<file path="config.mk">
export PLATFORM = sky130hd
export DESIGN_NAME = command_parser
export DESIGN_NICKNAME = d
export VERILOG_FILES = /design/src/pkg/parser_pkg.sv /design/src/hw/command_parser.sv
export VERILOG_INCLUDE_DIRS = /design/src /design/src/pkg
export SDC_FILE = /design/constraint.sdc
export NUM_CORES = 1
export LEC_CHECK = 0
export BUFFER_PORTS_ARGS = -buffer_cell sky130_fd_sc_hd__clkbuf_2
export CAP_MARGIN = 20
export CORE_MARGIN = 1
export CORE_UTILIZATION = 40
export CTS_CLUSTER_SIZE = 14
export DETAILED_ROUTE_END_ITERATION = 10
export HOLD_SLACK_MARGIN = 0.12
export PLACE_DENSITY = 0.56
export SYNTH_ARGS = -nofsm -noshare
export SYNTH_HDL_FRONTEND = slang
export SYNTH_SLANG_ARGS = --single-unit
</file>
<file path="constraint.sdc">
create_clock -name clock -period 8.6 [get_ports clock]
set_clock_uncertainty 0.1 [all_clocks]
set_input_delay 0.43 -clock clock [delete_from_list [all_inputs] [get_ports clock]]
set_output_delay 0.43 -clock clock [all_outputs]
set_load 0.1 [all_outputs]
</file>
<file path="src/pkg/parser_defs.svh">
// Constants of the serial command parser
// Overview of operation
// - Serial framing is 9600 baud, eight data bits, no parity, one stop.
// - Only receive and transmit data lines; no handshake signals at all.
// - Device transmits only in reply to a received command string.
// - Backspace and delete are stored like any other character.
// - Received characters are never echoed; only the response goes out.
// - Commands and responses end with one carriage return, no line feed.
// - Non-letters before the first letter are dropped; that letter is command.
// - A further letter after the command voids it with a warning.
// - Command letters are case sensitive; only lower case is valid.
// - No valid command gives an error; a lone return gives a lone return.
// - First value starts after the letter; non-digit non-comma is an error.
// - A comma directly after the letter means first value zero.
// - Two commas with no digits between give second value zero.
// - Comma then return means no second value was supplied.
// - Third value digits and values the command needs not are ignored.
// - Response echoes letter, two values, then fault code or zero.
// - Begin latches the operation values; later writes affect the next one.
// - Load operation: 0 manual, 1 when empty, 1 after reset.
// - Autoreload count holds up to 65535, readable and writable.
// - Begin with first value zero and no operation active starts production, answers b0,0,0.
// - Both direction settings: 0 reverse, 1 forward, forward after reset.
// - Production mode: 0 disabled, 2 dispense, 3 meter; dispense at reset.
`ifndef PARSER_DEFS_SVH
`define PARSER_DEFS_SVH

`define CLK_HZ        250000000
`define BAUD_RATE     9600
`define BUF_DEPTH     32

`define CHR_CR        8'h0D
`define CHR_COMMA     8'h2C
`define CHR_ZERO      8'h30
`define CHR_NINE      8'h39
`define CHR_ERR       8'h3F
`define CHR_UC_A      8'h41
`define CHR_UC_Z      8'h5A
`define CHR_LC_A      8'h61
`define CHR_LC_Z      8'h7A

`define CMD_LOAD      8'h61
`define CMD_BEGIN     8'h62
`define CMD_DIR       8'h64
`define CMD_MODE      8'h6D

`define CODE_NONE     8'h00
`define CODE_SECOND   8'h01
`define CODE_SYNTAX   8'h02
`define CODE_UNKNOWN  8'h03
`define CODE_RANGE    8'h04
`define CODE_OVERFLOW 8'h05
`define CODE_BUSY     8'h06

`define REG_SETTINGS  4'h0
`define REG_RELOAD    4'h4
`define REG_STATUS    4'h8
`define REG_OPERATION 4'hC

`define MODE_DISABLED 2'h0
`define MODE_DISPENSE 2'h2
`define MODE_METER    2'h3

`define LOAD_RST      1'b1
`define DIR_RST       1'b1
`define MODE_RST      2'h2
`define RELOAD_RST    16'h0000

`endif

</file>
<file path="src/pkg/parser_pkg.sv">
// Types shared by the serial command parser
package parser_pkg;

  typedef struct packed {
    logic [15:0] reload;
    logic [1:0]  mode;
    logic        fluid_dir;
    logic        prod_dir;
    logic        load_op;
  } settings_t;

  typedef enum logic [2:0] {
    ST_COLLECT, ST_SCAN, ST_EXEC, ST_FIELD, ST_CONV, ST_SEND
  } parse_state_t;

  typedef enum logic [1:0] {
    PH_CMD, PH_VAL1, PH_VAL2, PH_VAL3
  } parse_phase_t;

endpackage : parser_pkg

</file>
<file path="src/hw/command_parser.sv">
// Serial command parser with settings registers and Avalon-MM slave
`timescale 1ns/10ps
`include "parser_defs.svh"
module command_parser
  import parser_pkg::*;
#(
  parameter int BIT_CYCLES = `CLK_HZ / `BAUD_RATE,
  parameter int BUF_DEPTH  = `BUF_DEPTH
) (
  input  wire logic        clock,
  input  wire logic        rstn,
  input  wire logic        rx_pin,
  output logic             tx_pin,
  input  wire logic [3:0]  avs_address,
  input  wire logic        avs_read,
  input  wire logic        avs_write,
  input  wire logic [31:0] avs_writedata,
  input  wire logic [3:0]  avs_byteenable,
  output logic [31:0]      avs_readdata,
  output logic             avs_waitrequest,
  input  wire logic        op_done,
  output logic             op_start,
  output settings_t        op_params
);

  localparam int CNT_W = $clog2(BIT_CYCLES) + 1;
  localparam int IDX_W = $clog2(BUF_DEPTH + 1);

  if (BIT_CYCLES < 16 || BUF_DEPTH < 2) begin : g_bad_params
    $error("command_parser: BIT_CYCLES or BUF_DEPTH too small");
  end

  // Receiver
  logic             rx_meta_reg;
  logic             rx_sync_reg;
  logic             rx_busy_reg;
  logic [CNT_W-1:0] rx_cnt_reg;
  logic [3:0]       rx_bit_reg;
  logic [7:0]       rx_sh_reg;
  logic             rx_valid_reg;

  always_ff @(posedge clock or negedge rstn) begin
    if (!rstn) begin
      rx_meta_reg <= 1'b1;
      rx_sync_reg <= 1'b1;
    end else begin
      rx_meta_reg <= rx_pin;
      rx_sync_reg <= rx_meta_reg;
    end
  end

  // Start found mid-bit, samples at bit centres
  always_ff @(posedge clock or negedge rstn) begin
    if (!rstn) begin
      rx_busy_reg  <= 1'b0;
      rx_cnt_reg   <= '0;
      rx_bit_reg   <= 4'h0;
      rx_sh_reg    <= 8'h00;
      rx_valid_reg <= 1'b0;
    end else begin
      rx_valid_reg <= 1'b0;
      if (!rx_busy_reg) begin
        if (!rx_sync_reg) begin
          rx_busy_reg <= 1'b1;
          rx_cnt_reg  <= CNT_W'(BIT_CYCLES / 2);
          rx_bit_reg  <= 4'h0;
        end
      end else if (rx_cnt_reg != '0) begin
        rx_cnt_reg <= rx_cnt_reg - 1'b1;
      end else begin
        rx_cnt_reg <= CNT_W'(BIT_CYCLES - 1);
        rx_bit_reg <= rx_bit_reg + 4'h1;
        if (rx_bit_reg == 4'h0) begin
          rx_busy_reg <= !rx_sync_reg;
        end else if (rx_bit_reg < 4'h9) begin
          rx_sh_reg <= {rx_sync_reg, rx_sh_reg[7:1]};
        end else begin
          rx_busy_reg  <= 1'b0;
          rx_valid_reg <= rx_sync_reg;
        end
      end
    end
  end

  // Transmitter
  logic             tx_busy_reg;
  logic [CNT_W-1:0] tx_cnt_reg;
  logic [3:0]       tx_bit_reg;
  logic [9:0]       tx_sh_reg;
  logic             tx_go_reg;
  logic [7:0]       tx_char_reg;

  always_ff @(posedge clock or negedge rstn) begin
    if (!rstn) begin
      tx_busy_reg <= 1'b0;
      tx_cnt_reg  <= '0;
      tx_bit_reg  <= 4'h0;
      tx_sh_reg   <= 10'h3FF;
    end else if (tx_go_reg) begin
      tx_busy_reg <= 1'b1;
      tx_cnt_reg  <= CNT_W'(BIT_CYCLES - 1);
      tx_bit_reg  <= 4'h0;
      tx_sh_reg   <= {1'b1, tx_char_reg, 1'b0};
    end else if (tx_busy_reg) begin
      if (tx_cnt_reg != '0) begin
        tx_cnt_reg <= tx_cnt_reg - 1'b1;
      end else begin
        tx_cnt_reg  <= CNT_W'(BIT_CYCLES - 1);
        tx_sh_reg   <= {1'b1, tx_sh_reg[9:1]};
        tx_bit_reg  <= tx_bit_reg + 4'h1;
        tx_busy_reg <= tx_bit_reg != 4'h9;
      end
    end
  end

  assign tx_pin = tx_sh_reg[0];

  // Command line and parse state
  logic [7:0]       buf_mem [BUF_DEPTH];
  logic [IDX_W-1:0] len_reg;
  logic [IDX_W-1:0] idx_reg;
  logic             ovf_reg;
  parse_state_t     st_reg;
  parse_phase_t     phase_reg;
  logic [7:0]       cmd_reg;
  logic [15:0]      v1_reg;
  logic [15:0]      v2_reg;
  logic             v2_has_reg;
  logic [7:0]       code_reg;
  logic [15:0]      resp_v2_reg;
  logic [2:0]       field_reg;
  logic [15:0]      conv_reg;
  logic [3:0]       stk_reg [5];
  logic [2:0]       sp_reg;
  settings_t        set_reg;
  logic             op_active_reg;
  logic             ack_reg;

  logic [7:0]  cur_char;
  logic        is_digit;
  logic        is_alpha;
  logic [19:0] acc;
  logic [15:0] acc_sat;

  always_comb begin
    cur_char = buf_mem[idx_reg[$clog2(BUF_DEPTH)-1:0]];
    is_digit = cur_char >= `CHR_ZERO && cur_char <= `CHR_NINE;
    is_alpha = (cur_char >= `CHR_UC_A && cur_char <= `CHR_UC_Z) ||
               (cur_char >= `CHR_LC_A && cur_char <= `CHR_LC_Z);
    acc = ({4'h0, (phase_reg == PH_VAL1) ? v1_reg : v2_reg} * 20'd10)
          + {16'h0000, cur_char[3:0]};
    acc_sat = (acc > 20'h0FFFF) ? 16'hFFFF : acc[15:0];
  end

  // Command decision at the end of the scan
  logic [7:0]  ex_code;
  logic [15:0] ex_v2;
  logic        we_load;
  logic        we_reload;
  logic        we_pdir;
  logic        we_fdir;
  logic        we_mode;
  logic        go_op;
  logic        v2_big;

  always_comb begin
    ex_code   = ovf_reg ? `CODE_OVERFLOW : code_reg;
    ex_v2     = v2_reg;
    we_load   = 1'b0;
    we_reload = 1'b0;
    we_pdir   = 1'b0;
    we_fdir   = 1'b0;
    we_mode   = 1'b0;
    go_op     = 1'b0;
    v2_big    = v2_has_reg && v2_reg > 16'h0001;
    if (st_reg == ST_EXEC && ex_code == `CODE_NONE) begin
      if (phase_reg == PH_CMD) begin
        ex_code = `CODE_UNKNOWN;
      end else begin
        case (cmd_reg)
          `CMD_LOAD: begin
            if (v1_reg == 16'h0000) begin
              ex_code = v2_big ? `CODE_RANGE : `CODE_NONE;
              we_load = v2_has_reg && !v2_big;
              ex_v2 = v2_has_reg ? v2_reg : {15'h0000, set_reg.load_op};
            end else if (v1_reg == 16'h0004) begin
              we_reload = v2_has_reg;
              ex_v2 = v2_has_reg ? v2_reg : set_reg.reload;
            end else begin
              ex_code = `CODE_UNKNOWN;
            end
          end
          `CMD_BEGIN: begin
            ex_v2 = 16'h0000;
            if (v1_reg != 16'h0000) begin
              ex_code = `CODE_UNKNOWN;
            end else if (op_active_reg) begin
              ex_code = `CODE_BUSY;
            end else begin
              go_op = 1'b1;
            end
          end
          `CMD_DIR: begin
            if (v1_reg > 16'h0001) begin
              ex_code = `CODE_UNKNOWN;
            end else begin
              ex_code = v2_big ? `CODE_RANGE : `CODE_NONE;
              we_pdir = v2_has_reg && !v2_big && !v1_reg[0];
              we_fdir = v2_has_reg && !v2_big && v1_reg[0];
              ex_v2 = v2_has_reg ? v2_reg : {15'h0000,
                v1_reg[0] ? set_reg.fluid_dir : set_reg.prod_dir};
            end
          end
          `CMD_MODE: begin
            if (v1_reg != 16'h0000) begin
              ex_code = `CODE_UNKNOWN;
            end else if (v2_has_reg && (v2_reg > 16'h0003 ||
                         v2_reg == 16'h0001)) begin
              ex_code = `CODE_RANGE;
            end else begin
              we_mode = v2_has_reg;
              ex_v2 = v2_has_reg ? v2_reg : {14'h0000, set_reg.mode};
            end
          end
          default: ex_code = `CODE_UNKNOWN;
        endcase
      end
    end
  end

  // Character for the current response position
  logic [7:0] send_char;

  always_comb begin
    case (field_reg)
      3'd0:    send_char = (phase_reg == PH_CMD) ? `CHR_ERR : cmd_reg;
      3'd2,
      3'd4:    send_char = `CHR_COMMA;
      3'd6:    send_char = `CHR_CR;
      default: send_char = `CHR_ZERO + {4'h0, stk_reg[sp_reg - 3'd1]};
    endcase
  end

  // Sequencer: collect, scan, decide, answer
  always_ff @(posedge clock or negedge rstn) begin
    if (!rstn) begin
      st_reg      <= ST_COLLECT;
      len_reg     <= '0;
      idx_reg     <= '0;
      ovf_reg     <= 1'b0;
      phase_reg   <= PH_CMD;
      cmd_reg     <= 8'h00;
      v1_reg      <= 16'h0000;
      v2_reg      <= 16'h0000;
      v2_has_reg  <= 1'b0;
      code_reg    <= `CODE_NONE;
      resp_v2_reg <= 16'h0000;
      field_reg   <= 3'd0;
      conv_reg    <= 16'h0000;
      sp_reg      <= 3'd0;
      tx_go_reg   <= 1'b0;
      tx_char_reg <= 8'h00;
    end else begin
      tx_go_reg <= 1'b0;
      case (st_reg)
        ST_COLLECT: begin
          // Nothing is echoed; input is only stored
          if (rx_valid_reg) begin
            if (rx_sh_reg == `CHR_CR) begin
              st_reg     <= ST_SCAN;
              idx_reg    <= '0;
              phase_reg  <= PH_CMD;
              cmd_reg    <= 8'h00;
              v1_reg     <= 16'h0000;
              v2_reg     <= 16'h0000;
              v2_has_reg <= 1'b0;
              code_reg   <= `CODE_NONE;
            end else if (len_reg < IDX_W'(BUF_DEPTH)) begin
              len_reg <= len_reg + 1'b1;
            end else begin
              ovf_reg <= 1'b1;
            end
          end
        end
        ST_SCAN: begin
          if (idx_reg == len_reg) begin
            st_reg <= ST_EXEC;
          end else begin
            idx_reg <= idx_reg + 1'b1;
            case (phase_reg)
              PH_CMD: begin
                if (is_alpha) begin
                  cmd_reg   <= cur_char;
                  phase_reg <= PH_VAL1;
                end
              end
              default: begin
                if (is_alpha) begin
                  if (code_reg == `CODE_NONE) begin
                    code_reg <= `CODE_SECOND;
                  end
                end else if (cur_char == `CHR_COMMA) begin
                  if (phase_reg == PH_VAL1) begin
                    phase_reg <= PH_VAL2;
                  end else if (phase_reg == PH_VAL2) begin
                    phase_reg  <= PH_VAL3;
                    v2_has_reg <= 1'b1;
                  end
                end else if (is_digit) begin
                  if (phase_reg == PH_VAL1) begin
                    v1_reg <= acc_sat;
                  end else if (phase_reg == PH_VAL2) begin
                    v2_reg     <= acc_sat;
                    v2_has_reg <= 1'b1;
                  end
                end else if (phase_reg != PH_VAL3 &&
                             code_reg == `CODE_NONE) begin
                  code_reg <= `CODE_SYNTAX;
                end
              end
            endcase
          end
        end
        ST_EXEC: begin
          code_reg    <= ex_code;
          resp_v2_reg <= ex_v2;
          // Lone return is answered by a lone return
          field_reg <= (len_reg == '0 && !ovf_reg) ? 3'd6 : 3'd0;
          st_reg    <= ST_FIELD;
        end
        ST_FIELD: begin
          case (field_reg)
            3'd1: conv_reg <= v1_reg;
            3'd3: conv_reg <= resp_v2_reg;
            default: conv_reg <= {8'h00, code_reg};
          endcase
          sp_reg <= 3'd0;
          st_reg <= field_reg[0] ? ST_CONV : ST_SEND;
        end
        ST_CONV: begin
          stk_reg[sp_reg] <= 4'(conv_reg % 16'd10);
          conv_reg <= conv_reg / 16'd10;
          sp_reg   <= sp_reg + 3'd1;
          if (conv_reg < 16'd10) begin
            st_reg <= ST_SEND;
          end
        end
        ST_SEND: begin
          // Output only ever follows a received return
          if (!tx_busy_reg && !tx_go_reg) begin
            tx_go_reg   <= 1'b1;
            tx_char_reg <= send_char;
            if (field_reg[0] && sp_reg > 3'd1) begin
              sp_reg <= sp_reg - 3'd1;
            end else if (field_reg == 3'd6) begin
              st_reg  <= ST_COLLECT;
              len_reg <= '0;
              ovf_reg <= 1'b0;
            end else begin
              field_reg <= field_reg + 3'd1;
              st_reg    <= ST_FIELD;
            end
          end
        end
        default: st_reg <= ST_COLLECT;
      endcase
    end
  end

  always_ff @(posedge clock) begin
    if (st_reg == ST_COLLECT && rx_valid_reg && rx_sh_reg != `CHR_CR &&
        len_reg < IDX_W'(BUF_DEPTH)) begin
      buf_mem[len_reg[$clog2(BUF_DEPTH)-1:0]] <= rx_sh_reg;
    end
  end

  // Settings; the serial command wins over a bus write
  logic bus_wr;
  assign bus_wr = avs_write && ack_reg;

  always_ff @(posedge clock or negedge rstn) begin
    if (!rstn) begin
      set_reg.load_op   <= `LOAD_RST;
      set_reg.prod_dir  <= `DIR_RST;
      set_reg.fluid_dir <= `DIR_RST;
      set_reg.mode      <= `MODE_RST;
      set_reg.reload    <= `RELOAD_RST;
    end else begin
      if (bus_wr && avs_address == `REG_SETTINGS && avs_byteenable[0]) begin
        set_reg.load_op   <= avs_writedata[0];
        set_reg.prod_dir  <= avs_writedata[1];
        set_reg.fluid_dir <= avs_writedata[2];
        set_reg.mode      <= avs_writedata[5:4];
      end
      if (bus_wr && avs_address == `REG_RELOAD) begin
        if (avs_byteenable[0]) set_reg.reload[7:0]  <= avs_writedata[7:0];
        if (avs_byteenable[1]) set_reg.reload[15:8] <= avs_writedata[15:8];
      end
      if (we_load)   set_reg.load_op   <= v2_reg[0];
      if (we_pdir)   set_reg.prod_dir  <= v2_reg[0];
      if (we_fdir)   set_reg.fluid_dir <= v2_reg[0];
      if (we_mode)   set_reg.mode      <= v2_reg[1:0];
      if (we_reload) set_reg.reload    <= v2_reg;
    end
  end

  // Operation values frozen at begin
  always_ff @(posedge clock or negedge rstn) begin
    if (!rstn) begin
      op_params     <= '0;
      op_start      <= 1'b0;
      op_active_reg <= 1'b0;
    end else begin
      op_start <= go_op;
      if (go_op) begin
        op_params     <= set_reg;
        op_active_reg <= 1'b1;
      end else if (op_done) begin
        op_active_reg <= 1'b0;
      end
    end
  end

  // Avalon-MM slave, one wait state on every access
  assign avs_waitrequest = (avs_read || avs_write) && !ack_reg;

  always_ff @(posedge clock or negedge rstn) begin
    if (!rstn) begin
      ack_reg      <= 1'b0;
      avs_readdata <= 32'h00000000;
    end else begin
      ack_reg <= (avs_read || avs_write) && !ack_reg;
      if (avs_read && !ack_reg) begin
        case (avs_address)
          `REG_SETTINGS: avs_readdata <= {26'h0000000, set_reg.mode, 1'b0,
            set_reg.fluid_dir, set_reg.prod_dir, set_reg.load_op};
          `REG_RELOAD: avs_readdata <= {16'h0000, set_reg.reload};
          `REG_STATUS: avs_readdata <= {8'h00, code_reg, cmd_reg, 6'h00,
            op_active_reg, st_reg != ST_COLLECT};
          `REG_OPERATION: avs_readdata <= {op_params.reload, 10'h000,
            op_params.mode, 1'b0, op_params.fluid_dir,
            op_params.prod_dir, op_params.load_op};
          default: avs_readdata <= 32'h00000000;
        endcase
      end
    end
  end

endmodule : command_parser

</file>
[After elaboration in Yosys (flattened, before gate mapping)]
Memories as Yosys holds them, arrays and structs flattened.
Cells that the tools add are included.
Storage, ports and cells
  register bits: 254
  memory bits (writable): 276
  input port bits: 46
  output and inout bits: 56
  word-level logic and storage cells: 404
  memories kept: 2
Operators by class
  $add $sub $neg: 11
  multipliers: 1
  divide/modulo/power cells: 2
  $lt $le $gt $ge: 14
  equal/unequal tests: 61
  mux-type cells: 189
  bitwise gates (word level): 2
  reductions and logical operators: 80
Memory list
  buf_mem: depth 32, bits a word 8, read ports 1, clocked after Yosys merged registers in 0, wr ports 1, RTL line command_parser.sv:119  | logic [7:0] buf_mem [BUF_DEPTH];
  stk_reg: depth 5, bits a word 4, read ports 1, clocked after Yosys merged registers in 0, wr ports 1, RTL line command_parser.sv:133  | logic [3:0] stk_reg [5];
Operators by type and width (number)
  16-bit two-way mux: 36
  8-bit two-way mux: 24
  16-bit one-hot mux with 2 select lines: 4
  32-bit one-hot mux with 4 select lines: 1
  1-bit two-way mux: 67
  16-bit one-hot mux with 4 select lines: 1
  6-bit two-way mux: 9
  2-bit != test, second input constant: 25
  8-bit one-hot mux with 3 select lines: 2
  16-bit nonzero test: 3
  3-bit two-way mux: 14
  8-bit by 7-bit == test with 1-bit output, second input constant: 4
  16-bit by 1-bit greater-than comparator with 1-bit output, second input constant: 2
  8-bit one-hot mux with 4 select lines: 1
  16-bit by 1-bit subtractor with 16-bit output, second input constant: 2
  10-bit two-way mux: 3
  2-bit nonzero test: 13
  4-bit two-way mux: 6
  3-bit != test, second input constant: 8
  6-bit one-hot mux with 2 select lines: 2
  1-bit logical AND: 23
  2-bit two-way mux: 11
  7-bit AND reduction: 3
  20-bit by 4-bit adder with 20-bit output: 1
  58 further kinds: 95

[Longest topological paths before layout]
  depth in word-level cells: 14
  mapped depth: 24
  depth with buffers taken out: 21

[Least setup slack after synthesis]
No wires, ideal clock.
  path type: register to register
  start: register phase_reg[1]
  end: register v1_reg[5]
  arrival: 4468 ps
  data required time: 8359 ps
  path slack: 3891 ps
  stages on the path, launching flop included: 23
  buffers on the path: 3
  path through: dfrtp_1 > nand2b_1 > clkbuf_1 > buf_1 > mux2_2 > ha_1 > ha_1 > nor2b_1 > o21ai_0 > a21oi_1 > o21ai_0 > a21boi_0 > o21ai_0 > a21boi_0 > o21ai_0 > nand2b_1 > xor2_1 > nand3_1 > nor2_1 > a41oi_1 > nand3_1 > clkbuf_1 > a31oi_1
Between the ends
  word-level cells in the longest chain between the ends: 13
RTL lines
  start: declaration: RTL line command_parser.sv:124  | parse_phase_t phase_reg;
  start signal: assignment: RTL line command_parser.sv:251  | phase_reg <= PH_CMD;
  start signal: assignment: RTL line command_parser.sv:272  | phase_reg <= PH_CMD;
  start signal: assignment: RTL line command_parser.sv:294  | phase_reg <= PH_VAL1;
  2-bit by 1-bit == test with 1-bit output: RTL line command_parser.sv:150, command_parser.sv:310
  16-bit two-way mux: RTL line command_parser.sv:150  | acc = ({4'h0, (phase_reg == PH_VAL1) ? v1_reg : v2_reg} * 20'd10)
  16-bit by 3-bit multiplier with 19-bit output: RTL line command_parser.sv:150
  20-bit by 4-bit adder with 20-bit output: RTL line command_parser.sv:151  | + {16'h0000, cur_char[3:0]};
  20-bit by 16-bit greater-than comparator with 1-bit output: RTL line command_parser.sv:152  | acc_sat = (acc > 20'h0FFFF) ? 16'hFFFF : acc[15:0];
  16-bit two-way mux: RTL line command_parser.sv:152
  16-bit two-way mux: RTL line command_parser.sv:310  | if (phase_reg == PH_VAL1) begin
  16-bit two-way mux: RTL line command_parser.sv:309  | end else if (is_digit) begin
  16-bit two-way mux: RTL line command_parser.sv:302  | end else if (cur_char == `CHR_COMMA) begin
  16-bit two-way mux: RTL line command_parser.sv:298  | if (is_alpha) begin
  16-bit two-way mux: RTL line command_parser.sv:290  | case (phase_reg)
  16-bit two-way mux: RTL line command_parser.sv:286  | if (idx_reg == len_reg) begin
  16-bit one-hot mux with 2 select lines: RTL line command_parser.sv:265  | case (st_reg)
  end signal: assignment: RTL line command_parser.sv:311  | v1_reg <= acc_sat;
  end: declaration: RTL line command_parser.sv:126  | logic [15:0] v1_reg;
Several ways; a longest one is shown, not always the timed one. The select of a mux whose other input is x is not followed.
A chain may end at the register's enable or synchronous reset.

[Worst setup path after layout]
  start: register conv_reg[13]
  end: memory stk_reg[0][3], data pin
Between the ends
  word-level cells in the longest chain between the ends: 1
RTL lines
  start: declaration: RTL line command_parser.sv:132  | logic [15:0] conv_reg;
  start signal: assignment: RTL line command_parser.sv:333  | 3'd1: conv_reg <= v1_reg;
  start signal: assignment: RTL line command_parser.sv:334  | 3'd3: conv_reg <= resp_v2_reg;
  start signal: assignment: RTL line command_parser.sv:335  | default: conv_reg <= {8'h00, code_reg};
  16-bit by 4-bit remainder unit with 16-bit output: RTL line command_parser.sv:341  | stk_reg[sp_reg] <= 4'(conv_reg % 16'd10);
  end: declaration: RTL line command_parser.sv:133
No other way between the ends.

==> results.tsv <==
metric	value	unit
outcome	finished clean	
mean post-synth cell area	11.8	um^2
post-CTS setup buffer count	0	
fill cell count	5701	
clk_lat worst skew	630	ps
Die Height	256	um
first-pass GRT wire length	104	mm
CTS resizes	0	
maxcap violations	0	
share of the synthesized area in the top cell type	32.1	%
Setup Viol. Count Final	0	
Synthesized Nets	2294	
GPL Wtd Cong	0.884	
top cells by count, synth	edfxtp_1 (276), nand2_1 (260), dfrtp_1 (238)	
FF+latch count, synth	529	
Max FO, Critical Path	17	
vias per std cell	5.70	
Starting Density	40.7	%
CTS Root Cell	clkbuf_16	
Worst-path clk slew	60	ps
Critical Path AT	6120	ps
clock tree buffer depth	3	
sequential-to-total area share from yosys stat	56.6	%
Area growth syn-to-layout	13.0	%
Hold Path Class	primary input to async pin	
crit path time final	5980	ps
CP Capture Type	register	
gr busiest metal	met2	
global-route usage over all layers	20.2	%
Synth area leader	edfxtp_1	
# DRC	0	
initial antenna violation count	1	
Iter 0 DRT Violations	1660	
DR vias	18000	
Fmax	167	MHz
# H-tree levels	2	
Cell Area, Synth	0.0258	mm^2
WS Path Type	register to register	
synth warn	0	
placed cells	3031	
Diodes inserted	0	
TritonCTS clock tree	yes	
Finished Layout Cells	3154	
WHS	138	ps
Routed WL per cell	21.0	um
Hold Vio Cnt, Final	0	
top-level port count	102	
worst slack, placed	2800	ps
Final Util	46.1	%
period utilization	69.5	%
Die W	256	um
met1 Usage GRT	29.2	%
count leader, synth	edfxtp_1	
DRT antenna net count	0	
Leak	10.3	nW
PortBufs	83	
unrepaired setup endpoints after global routing	false	
Gate Count Post-Synth	2195	
CP required	8740	ps
via count of the first global-routing pass	17600	
met2 Resource Use GR	31.1	%
row cnt	92	
ys flop type	edfxtp_1	
Synth area leaders	edfxtp_1 (32%), dfrtp_1 (23%), mux4_2 (7.3%)	
Setup TNS Final	0	ps
core area	0.0634	mm^2
worst vdd ir	0.226	mV
Layout Nets	2363	
Die ar.	0.0656	mm^2
hpwl dp	45.2	mm
Setup crit start kind	register	
Yosys cell types	100	
First-pass DRT Iterations	5	
grt ovf	0	
largest net degree at the start of global routing	176	
met3 Use GR	3.42	%
fin. max-slew vios	0	
PwrDens	180	mW/mm^2
cts hold-fix bufs	21	
EDFF count, synth	276	
max FFs per register	256	
TritonCTS Buffers	55	
relative slew slack	26.3	%
CTS sink cnt	529	
setup ws final	2620	ps
share of cells above drive strength 1	16.2	%
final wirelength	66.2	mm
Worst Tran Pin Value	1100	ps
FFs w/ async S/R, synth	47.8	%
[final cells by class]
cell class | instances | area (um^2) | share of cell area, %
clock buffers | 67 | 1520 | 5.21
well taps | 846 | 1060 | 3.62
clock inverters | 34 | 368 | 1.26
inverters | 61 | 229 | 0.784
flip-flops and latches | 529 | 14600 | 50.1
multi-input cells | 1482 | 10500 | 35.9
repair buffers | 135 | 912 | 3.12
[metal layers]
| layer | vias to the layer above | wire (um) |
|---|---|---|
| met5 | - | 7 |
| met4 | 2 | 1610 |
| met3 | 93 | 3970 |
| met2 | 507 | 30500 |
| met1 | 8980 | 30100 |
| li1 | 8397 | - |
[per-stage QoR]
stage	power, mW	area [um^2]
5_1_grt	5.43	29200
3_3_place_gp	2.84	27100
3_5_place_dp	2.84	27100
6_report	5.27	29200
4_1_cts	5.31	29200
2_1_floorplan	2.78	25800
[cells by family (layout without fill, tap and decap cells)]
group / Yosys count / in the layout / share of synthesized area (%)
and+or+nand+nor: 700 / 700 / 12.7
DFF: 529 / 529 / 56.6
AOI/OAI and AO/OA: 518 / 518 / 13.0
buffers and inverters: 184 / 297 / 2.89
muxes: 158 / 158 / 10.4
adders and majority gates: 55 / 55 / 2.71
xor gates and xnor gates: 51 / 51 / 1.73
[final timing paths]
path	from	endpoint	slack, ps	cells past startpoint
worst max-delay path	conv_reg[13]	stk_reg[0][3]	2620	14
worst min-delay path	rstn	rx_cnt_reg[7]	140	2
worst max register to register	conv_reg[13]	stk_reg[0][3]	2620	14
worst min register to register	rx_meta_reg	rx_sync_reg	250	0
max in group asynchronous	rstn	idx_reg[0]	6220	4
min in group clock	rx_meta_reg	rx_sync_reg	250	0
[cells in the final DEF (no fill, tap or decap), types with 16 or more instances in the layout]
master	n
a221oi_1	16
clkbuf_16	56
nand3_1	42
mux2_2	34
xor2_1	24
a22oi_1	34
nand4_1	16
nand2b_1	21
edfxtp_1	276
dlygate4sd3_1	21
ha_1	51
and2_1	17
xnor2_1	27
a31oi_1	44
buf_4	27
a21oi_1	95
nor2_1	187
o21ai_0	182
nand2_1	260
nor3_1	43
mux4_2	84
dfrtp_1	236
mux2i_1	40
clkbuf_2	82
nor2b_1	17
nor4_1	25
inv_1	58
[power breakdown]
part	leakage [nW]	internal, mW	switching, mW
combinational	4.06	0.0278	0.0717
sequential	5.36	2.67	0.0319
clock	0.926	1.44	1.03
[critical path: stages, from the launching register on]
cell and delay (ps):
dfrtp_1 690, and2b_1 340, nand2b_1 140, a221oi_4 380, nand2_1 260, o31ai_1 820, o41ai_1 170, a2111o_1 430
and3_1 320, a311oi_1 330, a221o_1 310, and2_1 500, nor4_1 100, o41ai_1 390, o311ai_1 290
Power figures use the tool's default switching activity.
